<file path="config.mk">
export PLATFORM = sky130hd
export DESIGN_NAME = svd_detector
export DESIGN_NICKNAME = d
export VERILOG_FILES = /design/src/pkg/svd_pkg.sv /design/src/design/svd_sync.sv /design/src/design/svd_detector.sv
export SDC_FILE = /design/constraint.sdc
export NUM_CORES = 1
export LEC_CHECK = 0
export ABC_AREA = 1
export ABC_CLOCK_PERIOD_IN_PS = 3500
export BUFFER_PORTS_ARGS = -buffer_cell sky130_fd_sc_hd__buf_2
export CORE_MARGIN = 2
export CORE_UTILIZATION = 55
export CTS_BUF_LIST = sky130_fd_sc_hd__clkbuf_8
export DETAILED_ROUTE_END_ITERATION = 10
export GPL_ROUTABILITY_DRIVEN = 1
export GPL_TIMING_DRIVEN = 0
export PLACE_DENSITY_LB_ADDON = 0.25
export REMOVE_ABC_BUFFERS = 1
export SLEW_MARGIN = 20
export SYNTH_ARGS = -nofsm -noshare
export SYNTH_HDL_FRONTEND = slang
export SYNTH_SLANG_ARGS = --single-unit
</file>
<file path="constraint.sdc">
create_clock -name clock -period 3.5 [get_ports clock]
set_clock_uncertainty 0.05 [all_clocks]
set_input_delay 0.7 -clock clock [delete_from_list [all_inputs] [get_ports clock]]
set_output_delay 0.7 -clock clock [all_outputs]
set_load 0.01 [all_outputs]
</file>
<file path="src/pkg/svd_pkg.sv">
/*
  Shared constants for the supply voltage event detector.
  Assumes a single 125 MHz clock and an 8-bit register port.
*/
package svd_pkg;
  // ---------------------------------------------------------------
  // Register map
  // ---------------------------------------------------------------
  localparam logic [3:0] ADDR_CONTROL = 4'h0;
  localparam logic [3:0] ADDR_IRQ_REQ2 = 4'h1;
  localparam logic [3:0] ADDR_IRQ_EN2 = 4'h2;
  localparam logic [3:0] ADDR_IRQ_PRI2 = 4'h3;
  localparam logic [3:0] ADDR_INT_CTRL = 4'h4;
  // ---------------------------------------------------------------
  // Field positions
  // ---------------------------------------------------------------
  localparam int BIT_DIR = 7;
  localparam int BIT_STABLE = 5;
  localparam int BIT_EN = 4;
  localparam int BIT_EVENT = 2;
  localparam int BIT_GIE = 7;
  localparam logic [3:0] LEVEL_EXTERNAL = 4'hf;
  localparam logic [3:0] LEVEL_RESET = 4'h5;
  localparam logic [7:0] BYTE_ZERO = 8'h00;
  // ---------------------------------------------------------------
  // Timing
  // ---------------------------------------------------------------
  localparam int CLOCK_MHZ = 125;
  localparam int STARTUP_US = 20;
  localparam int STARTUP_CYCLES = STARTUP_US * CLOCK_MHZ;
  localparam int CNT_W = 16;
  localparam int SYNC_STAGES = 2;
endpackage

</file>
<file path="src/design/svd_sync.sv">
/*
  Two flip-flop level synchroniser, one per bit.
  Assumes inputs are levels, held for at least two clocks.
*/
module svd_sync
  import svd_pkg::*;
#(
  parameter int W = 2
) (
  // Clock and reset
  input wire logic clock,
  input wire logic reset_n,
  // Levels
  input wire logic [W-1:0] din,
  output logic [W-1:0] dout
);
  logic [W-1:0] meta_r;
  logic [W-1:0] sync_r;

  always_ff @(posedge clock) begin
    if (!reset_n) begin
      meta_r <= '0;
      sync_r <= '0;
    end else begin
      meta_r <= din;
      sync_r <= meta_r;
    end
  end

  assign dout = sync_r;
endmodule // svd_sync

</file>
<file path="src/design/svd_detector.sv">
/*
  Control and event logic of the supply voltage event detector.
  Assumes an analog comparator and reference outside, giving asynchronous
  levels, and a register master on the plain strobe port.
*/
// Local design decisions: the register addresses and the plain strobed port.
module svd_detector
  import svd_pkg::*;
#(
  parameter int STARTUP_COUNT = STARTUP_CYCLES
) (
  // Clock and reset
  input wire logic clock,
  input wire logic reset_n,
  // Register port
  input wire logic [3:0] reg_addr,
  input wire logic [7:0] reg_wdata,
  input wire logic reg_write,
  input wire logic reg_read,
  output logic [7:0] reg_rdata,
  // Analog side
  input wire logic comp_above,
  input wire logic ref_ready,
  input wire logic external_trip_input,
  output logic analog_power_en,
  output logic [3:0] tap_select,
  output logic external_select,
  output logic trip_direction_out,
  // System side
  input wire logic in_sleep,
  output logic irq_request,
  output logic irq_priority,
  output logic wake_request
);
  // ---------------------------------------------------------------
  // Registers
  // ---------------------------------------------------------------
  logic trip_direction_select_r;
  logic detector_enable_r;
  logic [3:0] trip_level_select_r;
  logic voltage_event_flag_r;
  logic voltage_event_irq_enable_r;
  logic voltage_event_priority_r;
  logic global_irq_enable_r;
  logic reference_stable_flag_r;
  logic [CNT_W-1:0] settle_cnt_r;
  logic [7:0] reg_rdata_r;
  logic [1:0] sync_out;
  logic comp_s;
  logic ready_s;
  logic trip_now;
  logic trip_edge;
  logic event_set;
  logic ctrl_wr;
  logic flag_clear;
  logic wake_r;

  assign ctrl_wr = reg_write && (reg_addr == ADDR_CONTROL);

  // ---------------------------------------------------------------
  // Synchronisers
  // ---------------------------------------------------------------
  svd_sync #(.W(SYNC_STAGES)) u_sync (
    .clock(clock),
    .reset_n(reset_n),
    .din({comp_above, ref_ready}),
    .dout(sync_out)
  );
  assign comp_s = sync_out[1];
  assign ready_s = sync_out[0];

  // ---------------------------------------------------------------
  // Control register
  // ---------------------------------------------------------------
  always_ff @(posedge clock) begin
    if (!reset_n) begin
      trip_direction_select_r <= 1'b0;
      detector_enable_r <= 1'b0;
      trip_level_select_r <= LEVEL_RESET;
    end else if (ctrl_wr) begin
      trip_direction_select_r <= reg_wdata[BIT_DIR];
      detector_enable_r <= reg_wdata[BIT_EN];
      trip_level_select_r <= reg_wdata[3:0];
    end
  end

  // Analog controls follow the register; power drops with enable
  assign analog_power_en = detector_enable_r;
  assign external_select = (trip_level_select_r == LEVEL_EXTERNAL);
  assign tap_select = trip_level_select_r;
  assign trip_direction_out = trip_direction_select_r;

  // ---------------------------------------------------------------
  // Stabilisation interval
  // ---------------------------------------------------------------
  // Timer restarts on every enable; the reference must also report ready
  always_ff @(posedge clock) begin
    if (!reset_n) begin
      settle_cnt_r <= '0;
      reference_stable_flag_r <= 1'b0;
    end else if (!detector_enable_r || (ctrl_wr && !reg_wdata[BIT_EN])) begin
      settle_cnt_r <= '0;
      reference_stable_flag_r <= 1'b0;
    end else if (settle_cnt_r < CNT_W'(STARTUP_COUNT)) begin
      settle_cnt_r <= settle_cnt_r + 1'b1;
      reference_stable_flag_r <= 1'b0;
    end else begin
      reference_stable_flag_r <= ready_s;
    end
  end

  // ---------------------------------------------------------------
  // Trip detection
  // ---------------------------------------------------------------
  // Comparator output is high when the monitored node is at or above trip
  assign trip_now = trip_direction_select_r ? comp_s : !comp_s;
  // Level sense: a standing condition keeps re-setting the flag
  assign trip_edge = trip_now;
  assign event_set = detector_enable_r && reference_stable_flag_r && trip_edge;

  // ---------------------------------------------------------------
  // Interrupt request, enable, priority and global bits
  // ---------------------------------------------------------------
  assign flag_clear = reg_write && (reg_addr == ADDR_IRQ_REQ2) && !reg_wdata[BIT_EVENT];
  always_ff @(posedge clock) begin
    if (!reset_n) begin
      voltage_event_flag_r <= 1'b0;
    end else if (event_set) begin
      voltage_event_flag_r <= 1'b1;
    end else if (reg_write && (reg_addr == ADDR_IRQ_REQ2)) begin
      voltage_event_flag_r <= reg_wdata[BIT_EVENT];
    end
  end

  always_ff @(posedge clock) begin
    if (!reset_n) begin
      voltage_event_irq_enable_r <= 1'b0;
      voltage_event_priority_r <= 1'b0;
      global_irq_enable_r <= 1'b0;
    end else begin
      if (reg_write && (reg_addr == ADDR_IRQ_EN2)) begin
        voltage_event_irq_enable_r <= reg_wdata[BIT_EVENT];
      end
      if (reg_write && (reg_addr == ADDR_IRQ_PRI2)) begin
        voltage_event_priority_r <= reg_wdata[BIT_EVENT];
      end
      if (reg_write && (reg_addr == ADDR_INT_CTRL)) begin
        global_irq_enable_r <= reg_wdata[BIT_GIE];
      end
    end
  end

  // Vectoring needs global enable; waking from sleep does not
  assign irq_request = voltage_event_flag_r && voltage_event_irq_enable_r
                       && global_irq_enable_r;
  assign irq_priority = voltage_event_priority_r;

  always_ff @(posedge clock) begin
    if (!reset_n) begin
      wake_r <= 1'b0;
    end else begin
      wake_r <= in_sleep && (event_set || voltage_event_flag_r);
    end
  end
  assign wake_request = wake_r;

  // ---------------------------------------------------------------
  // Read port
  // ---------------------------------------------------------------
  always_ff @(posedge clock) begin
    if (!reset_n) begin
      reg_rdata_r <= BYTE_ZERO;
    end else if (reg_read) begin
      unique case (reg_addr)
        ADDR_CONTROL: reg_rdata_r <= {trip_direction_select_r, 1'b0,
                                      reference_stable_flag_r, detector_enable_r,
                                      trip_level_select_r};
        ADDR_IRQ_REQ2: reg_rdata_r <= {5'h00, voltage_event_flag_r, 2'h0};
        ADDR_IRQ_EN2: reg_rdata_r <= {5'h00, voltage_event_irq_enable_r, 2'h0};
        ADDR_IRQ_PRI2: reg_rdata_r <= {5'h00, voltage_event_priority_r, 2'h0};
        ADDR_INT_CTRL: reg_rdata_r <= {global_irq_enable_r, 7'h00};
        default: reg_rdata_r <= BYTE_ZERO;
      endcase
    end else begin
      reg_rdata_r <= BYTE_ZERO;
    end
  end
  assign reg_rdata = reg_rdata_r;

  // ---------------------------------------------------------------
  // Checks
  // ---------------------------------------------------------------
  flag_needs_stable_a: assert property (@(posedge clock) disable iff (!reset_n)
    $rose(voltage_event_flag_r) |-> $past(reference_stable_flag_r))
    else $error("event flag rose without stable reference");
  flag_sets_a: assert property (@(posedge clock) disable iff (!reset_n)
    event_set |=> voltage_event_flag_r)
    else $error("trip did not set event flag");
  flag_holds_a: assert property (@(posedge clock) disable iff (!reset_n)
    voltage_event_flag_r && !flag_clear |=> voltage_event_flag_r)
    else $error("event flag dropped without clear");
  irq_gating_a: assert property (@(posedge clock) disable iff (!reset_n)
    irq_request == (voltage_event_flag_r && voltage_event_irq_enable_r
                    && global_irq_enable_r))
    else $error("interrupt request gating wrong");
  stable_off_a: assert property (@(posedge clock) disable iff (!reset_n)
    !detector_enable_r |=> !reference_stable_flag_r)
    else $error("stable set while disabled");
  settle_restart_a: assert property (@(posedge clock) disable iff (!reset_n)
    $rose(detector_enable_r) |-> !reference_stable_flag_r [*8])
    else $error("stable rose before settling");
  bit6_zero_a: assert property (@(posedge clock) disable iff (!reset_n)
    $past(reg_read) && $past(reg_addr) == ADDR_CONTROL |-> !reg_rdata[6])
    else $error("control bit 6 read nonzero");
  ext_select_a: assert property (@(posedge clock) disable iff (!reset_n)
    external_select == (tap_select == LEVEL_EXTERNAL))
    else $error("external select mismatch");
  dir_low_a: assert property (@(posedge clock) disable iff (!reset_n)
    event_set && !trip_direction_select_r |-> !comp_s)
    else $error("low event with comparator high");
  wake_sleep_a: assert property (@(posedge clock) disable iff (!reset_n)
    in_sleep && event_set |=> wake_request)
    else $error("no wake on sleep event");
  reset_ctrl_a: assert property (@(posedge clock)
    !reset_n |=> !detector_enable_r && trip_level_select_r == LEVEL_RESET)
    else $error("control not reset");
  stable_needs_ready_a: assert property (@(posedge clock) disable iff (!reset_n)
    reference_stable_flag_r |-> $past(ready_s))
    else $error("stable set without synced ready");
  event_needs_enable_a: assert property (@(posedge clock) disable iff (!reset_n)
    $rose(voltage_event_flag_r) && !$past(reg_write) |-> $past(detector_enable_r))
    else $error("event flag rose while disabled");
  dir_high_a: assert property (@(posedge clock) disable iff (!reset_n)
    event_set && trip_direction_select_r |-> comp_s)
    else $error("high event with comparator low");
  rdata_idle_a: assert property (@(posedge clock) disable iff (!reset_n)
    !$past(reg_read) |-> reg_rdata == BYTE_ZERO)
    else $error("read data not zero when idle");
  level_write_a: assert property (@(posedge clock) disable iff (!reset_n)
    ctrl_wr |=> tap_select == $past(reg_wdata[3:0]))
    else $error("level field write lost");
endmodule // svd_detector

</file>
==> results of run 1 <==
[worst max-delay path, delay by kind of cell (launching register included)]
kind                   cells  cell delay, ps
flip-flops                 1             330
AND/OR/NAND/NOR            1             290
buffers and inverters      2             250
[state kept, by name, indices dropped and copies added, names as in the netlist, 2 cells and up]
name and flops:
u_sync.meta_r 2, u_sync.dout 2, tap_select 4, settle_cnt_r 16, reg_rdata 7
[power by group]
group | total [mW] | switching (mW) | leakage (nW) | internal (mW)
Clock | 0.359 | 0.151 | 0.0502 | 0.208
Sequential | 0.451 | 0.00233 | 0.315 | 0.448
Combinational | 0.0375 | 0.0238 | 0.509 | 0.0137
Total | 0.847 | 0.177 | 0.875 | 0.670
[worst paths after layout]
kind / startpoint / to / slack, ps / cells after the start
worst max register to register: settle_cnt_r[0]$_SDFFE_PP0N_ / settle_cnt_r[8]$_SDFFE_PP0N_ / 2100 / 6
worst min register to register: u_sync.meta_r[0]$_SDFF_PN0_ / u_sync.dout[0]$_SDFF_PN0_ / 360 / 2
worst max-delay path: tap_select[3]$_SDFFE_PN0P_ / external_select / 1600 / 3
worst min-delay path: u_sync.meta_r[0]$_SDFF_PN0_ / u_sync.dout[0]$_SDFF_PN0_ / 360 / 2
[per-layer routing]
layer | vias up | wire (um)
li1 | 816 | -
met1 | 668 | 1580
met2 | 34 | 1470
met3 | 7 | 139
met4 | 0 | 51
met5 | - | 0
[cell usage after synthesis]
library cell	count
xnor2_1	2
o211ai_1	1
a21oi_2	1
clkbuf_1	1
nor3_1	11
nor2_1	23
nand3b_1	1
conb_1	1
buf_4	2
nand4_1	6
nor2_4	4
nor2_2	4
nand2_1	55
inv_1	36
ha_1	1
o21ai_0	8
nand3_4	2
dfxtp_1	39
a21oi_1	17
nor4_1	1
nand2_2	1
nand2_4	1
xor2_1	2
inv_2	1
nand3_2	2
nand3_1	11
inv_4	1
nor2_8	1
[cells by family (layout without fill, tap and decap cells)]
family | after synthesis | in the layout | share of synthesized area
simple gates | 123 | 123 | 0.352
buf+inv | 41 | 78 | 0.0934
flops | 39 | 39 | 0.445
compound gates | 27 | 27 | 0.0806
xor+xnor | 4 | 4 | 0.0200
fa+ha+maj | 1 | 1 | 0.00713
other cells | 1 | 1 | 0.00214
[layout make-up]
type / instances / area (um^2) / area share
Multi-Input combinational cell: 156 / 810 / 0.393
Sequential cell: 39 / 781 / 0.379
Timing Repair Buffer: 33 / 165 / 0.0801
Inverter: 38 / 145 / 0.0704
Clock buffer: 5 / 68.8 / 0.0334
Tap cell: 44 / 55.1 / 0.0267
Clock inverter: 2 / 37.5 / 0.0182
==> reports/metrics.csv, run 1 <==
stage,metric,value,unit
logic_synthesis,"top cells by area, synth","dfxtp_1 (45%), nand2_1 (12%), inv_1 (7.7%), nor2_1 (4.9%), a21oi_1 (4.9%)",
sta,fmax,525,MHz
logic_synthesis,Synth area leader,dfxtp_1,
job,Max Cap Violations,0,
grt,GRT Residual Overflow,0,
sta,Hold Slack,364,ps
worst_setup_path,Worst Setup Path Type,register to primary output,
clock_network,post-CTS resize count,0,
sta,final period utilization,0.544,
logic_synthesis,Yosys reg bits,39,
final_layout,# diodes,0,
clock_network,CTS buffer count,5,
die,io pins,38,
worst_setup_path,CP max stage delay,330,ps
drt,detailed-route DRC error count,0,
power_and_ir_drop,final total power,0.847,mW
logic_synthesis,Mapped Cells,236,
worst_setup_path,CP max FO,3,
grt,global routing's busiest layer,met1,
final_layout,share of cells above drive strength 1,0.212,
worst_setup_path,Setup crit start kind,register,
clock_network,TritonCTS clock tree,yes,
drt,Avg Vias per Cell,4.81,
place,placer congestion estimate,0.833,
worst_setup_path,Crit path arrival time,1150,ps
place,Placement Setup Slack,1660,ps
grt,GRT met3 Usage,0.0640,
grt,M1 GR Usage,0.293,
power_and_ir_drop,pwr dens,411,mW/mm^2
die,Die Area,0.00366,mm^2
final_layout,final std cells w/o fill,317,
logic_synthesis,share of the yosys chip area belonging to registers,0.445,
die,Die Width,60.5,um
status,outcome,"complete, no violations",
clock_network,# hold bufs at CTS,0,
die,die height,60.5,um
die,Initial Utilization,0.575,
grt,total track usage,0.200,
sta,Final Hold Vio Count,0,
drt,post-DR wirelength/cell,10.2,um
final_layout,fin area,0.00206,mm^2
logic_synthesis,Yosys warnings,0,
logic_synthesis,Syn Std Cell Area,0.00175,mm^2
clock_network,Sink Count,39,
worst_setup_path,CP endpoint kind,primary output,
place,Placed Instances,310,
sta,Finish-stage setup viols,0,
sta,RSZ-0062 raised after global routing,no,
grt,initial antenna violation count,0,
clock_network,clock latency on the worst-skew pair,290,ps
clock_network,setup bufs post-CTS,0,
worst_setup_path,"Max stage delay cell, worst path",dfxtp_1,
sta,minimum clock period,1900,ps
logic_synthesis,Yosys top cell area share,0.445,
final_layout,FILL cells,267,
drt,vias,1525,
worst_setup_path,"Cell Chain, Critical Path",inv_1 -> nor4_1 -> buf_2,
clock_network,htree depth,2,
final_layout,most frequent cells in the layout,"nand2_1 (55), dfxtp_1 (39), inv_1 (36)",
final_layout,fin nets,294,
min_path,Hold Path Class,register to register,
final_layout,Area growth syn-to-layout,17.5,%
worst_setup_path,CP required,2750,ps
final_layout,"most common cell after layout, fill and taps aside",nand2_1,
place,placed cell area,0.00196,mm^2
logic_synthesis,Avg Inst Size Synth,7.43,um^2
die,core region area,0.00305,mm^2
sta,final worst slack,1600,ps
clock_network,root buffer cell,clkbuf_8,
drt,Initial DRC Count,74,
sta,setup TNS,0,ps
grt,met2 usage,0.273,
clock_network,"CTS clk-pin slew, worst paths",70,ps
place,IO Port Bufs,33,
power_and_ir_drop,VDD IR max,0.000250,V
grt,largest net degree at the start of global routing,16,
die,# rows,20,
final_layout,fin util,0.675,
grt,first-pass GRT wire length,5310,um
sta,Slew Limit Fails,0,
clock_network,clock buffer depth,2,
power_and_ir_drop,leakage power,0.875,nW
grt,vias in the first global route,1191,
drt,routed wire length,3250,um
place,Detailed Place HPWL,2430,um
drt,antenna-violating nets left,0,
logic_synthesis,Yosys cell types,28,
drt,Initial DRT Pass Iterations,4,
(Power assumes the default switching activity.)
==> run 2, diff against run 1 <==
--- a/config.mk
+++ b/config.mk
@@ -6,10 +6,10 @@
 export NUM_CORES = 1
 export LEC_CHECK = 0
 export ABC_AREA = 1
-export ABC_CLOCK_PERIOD_IN_PS = 3500
+export ABC_CLOCK_PERIOD_IN_PS = 1600
 export BUFFER_PORTS_ARGS = -buffer_cell sky130_fd_sc_hd__buf_2
 export CORE_MARGIN = 2
-export CORE_UTILIZATION = 55
+export CORE_UTILIZATION = 50
 export CTS_BUF_LIST = sky130_fd_sc_hd__clkbuf_8
 export DETAILED_ROUTE_END_ITERATION = 10
 export GPL_ROUTABILITY_DRIVEN = 1
==> constraint.sdc (replaced) <==
create_clock -name clock -period 1.6 [get_ports clock]
set_clock_uncertainty 0.05 [all_clocks]
set_input_delay 0.32 -clock clock [delete_from_list [all_inputs] [get_ports clock]]
set_output_delay 0.32 -clock clock [all_outputs]
set_load 0.01 [all_outputs]
==> run 2 against run 1 <==
Net effect: combinational power increased by 120%; cell count increased by 0.95%; global-route usage decreased by 0.75 points; total power increased by 120%; register-to-register slack got worse by 1900 ps; clock power increased by 130%; sequential share of layout area decreased by 0.16 points; cell area increased by 0.42%; clock-buffer cell count unchanged; routed wire length increased by 6.1%; critical path depth unchanged; core utilization decreased by 6.0 points; largest cell class unchanged.
==> reports/metrics.csv, run 2 (synthesis results as in run 1) <==
stage,metric,value,unit,change
status,outcome,"complete, no violations",,unchanged
drt,post-DR wirelength/cell,10.8,um,was 10.2 um
final_layout,most frequent cells in the layout,"nand2_1 (55), dfxtp_1 (39), inv_1 (36)",,unchanged
final_layout,multi-input logic area,810,um^2,unchanged
final_layout,share of cells above drive strength 1,0.215,,was 0.212
die,io pins,38,,unchanged
grt,largest net degree at the start of global routing,16,,unchanged
power_and_ir_drop,pwr dens,911,mW/mm^2,was 411 mW/mm^2
clock_network,root buffer cell,clkbuf_8,,unchanged
clock_network,TritonCTS clock tree,yes,,unchanged
drt,Avg Vias per Cell,4.75,,was 4.81
clock_network,clock buffer depth,2,,unchanged
clock_network,Sink Count,39,,unchanged
die,Die Area,0.00400,mm^2,was 0.00366 mm^2
worst_setup_path,CP max FO,3,,unchanged
place,Detailed Place HPWL,2530,um,was 2430 um
worst_setup_path,"Cell Chain, Critical Path",inv_1 -> nor4_1 -> buf_2,,unchanged
grt,initial antenna violation count,0,,unchanged
clock_network,post-CTS resize count,0,,unchanged
drt,Initial DRT Pass Iterations,4,,unchanged
worst_setup_path,Worst Setup Path Type,register to primary output,,unchanged
min_path,Hold Path Class,input port to register,,was register to register
die,# rows,21,,was 20
worst_setup_path,Crit path arrival time,1130,ps,was 1150 ps
final_layout,Area growth syn-to-layout,18.0,%,was 17.5%
sta,Hold Slack,159,ps,was 364 ps
final_layout,FILL cells,315,,was 267
grt,GRT Residual Overflow,0,,unchanged
final_layout,fin nets,294,,unchanged
drt,routed wire length,3450,um,was 3250 um
place,Placement Setup Slack,124,ps,was 1660 ps
sta,final period utilization,0.934,,
clock_network,"CTS clk-pin slew, worst paths",80,ps,was 70 ps
worst_setup_path,CP max stage delay,330,ps,about the same
power_and_ir_drop,VDD IR max,0.000601,V,was 0.000250 V
die,Initial Utilization,0.522,,was 0.575
final_layout,# diodes,0,,unchanged
sta,final worst slack,105,ps,was 1600 ps
job,Max Cap Violations,0,,unchanged
die,Die Width,63.2,um,was 60.5 um
sta,minimum clock period,1500,ps,
place,placer congestion estimate,0.834,,was 0.833
die,core region area,0.00336,mm^2,was 0.00305 mm^2
clock_network,clock latency on the worst-skew pair,300,ps,was 290 ps
die,die height,63.2,um,was 60.5 um
final_layout,Reg area,781,um^2,unchanged
grt,total track usage,0.192,,was 0.200
sta,Slew Limit Fails,0,,unchanged
final_layout,"most common cell after layout, fill and taps aside",nand2_1,,unchanged
place,IO Port Bufs,33,,unchanged
grt,vias in the first global route,1410,,was 1191
sta,fmax,669,MHz,
sta,Final Hold Vio Count,0,,unchanged
clock_network,# hold bufs at CTS,0,,unchanged
clock_network,htree depth,2,,unchanged
final_layout,max reg flops,16,,unchanged
drt,antenna-violating nets left,0,,unchanged
grt,first-pass GRT wire length,6070,um,was 5310 um
clock_network,setup bufs post-CTS,0,,unchanged
clock_network,CTS buffer count,5,,unchanged
drt,Initial DRC Count,85,,was 74
sta,RSZ-0062 raised after global routing,no,,unchanged
sta,setup TNS,0,ps,unchanged
drt,detailed-route DRC error count,0,,unchanged
final_layout,Biggest register,settle_cnt_r,,unchanged
worst_setup_path,"Max stage delay cell, worst path",dfxtp_1,,unchanged
worst_setup_path,CP endpoint kind,primary output,,unchanged
power_and_ir_drop,leakage power,0.883,nW,was 0.875 nW
worst_setup_path,CP required,1230,ps,was 2750 ps
drt,vias,1521,,was 1525
sta,Finish-stage setup viols,0,,unchanged
worst_setup_path,Setup crit start kind,register,,unchanged
-- run 2: per-stage QoR --
step,area (um^2),util,instances,power (mW)
global route,2070,0.616,320,1.96
detailed placement,1960,0.582,312,1.09
finish,2070,0.616,320,1.89
global placement,1960,0.582,312,1.09
CTS,2070,0.616,320,1.90
floorplan,1740,-,233,1.05
-- run 2: final timing paths --
kind | slack (ps) | cells after the start | from | to
setup / recovery | 100 | 3 | tap_select[3]$_SDFFE_PN0P_ | external_select
hold reg to reg | 360 | 2 | u_sync.meta_r[0]$_SDFF_PN0_ | u_sync.dout[0]$_SDFF_PN0_
hold / removal | 160 | 3 | ref_ready | u_sync.meta_r[0]$_SDFF_PN0_
setup reg to reg | 240 | 7 | settle_cnt_r[0]$_SDFFE_PP0N_ | settle_cnt_r[8]$_SDFFE_PP0N_
-- run 2: routing by layer --
layer / wire [um] / global-route usage / part of all wire / vias to the layer above
met5: 0 / 0 / 0 / -
met4: 49 / 0.0679 / 0.014 / 0
met3: 130 / 0.0571 / 0.038 / 6
met2: 1630 / 0.322 / 0.47 / 27
met1: 1640 / 0.235 / 0.48 / 672
li1: - / - / - / 816
-- run 2: where the power goes --
part | total (mW) | internal [mW] | switching, mW | leakage (nW)
clock | 0.818 | 0.464 | 0.354 | 0.0581
combinational | 0.0829 | 0.0300 | 0.0529 | 0.509
sequential | 0.986 | 0.981 | 0.00515 | 0.315
-- run 2: layout make-up --
type,instances,area share
clock buffers,5,0.0332
multi-input cells,156,0.391
inverters,38,0.0701
repair buffers,33,0.0798
well taps,46,0.0278
flip-flops and latches,39,0.377
clock inverters,3,0.0211
-- run 2: critical path, delay by kind of cell, from the launching register on --
kind | cells | cell delay (ps)
and+or+nand+nor | 1 | 260
buffers and inverters | 2 | 230
DFF | 1 | 330
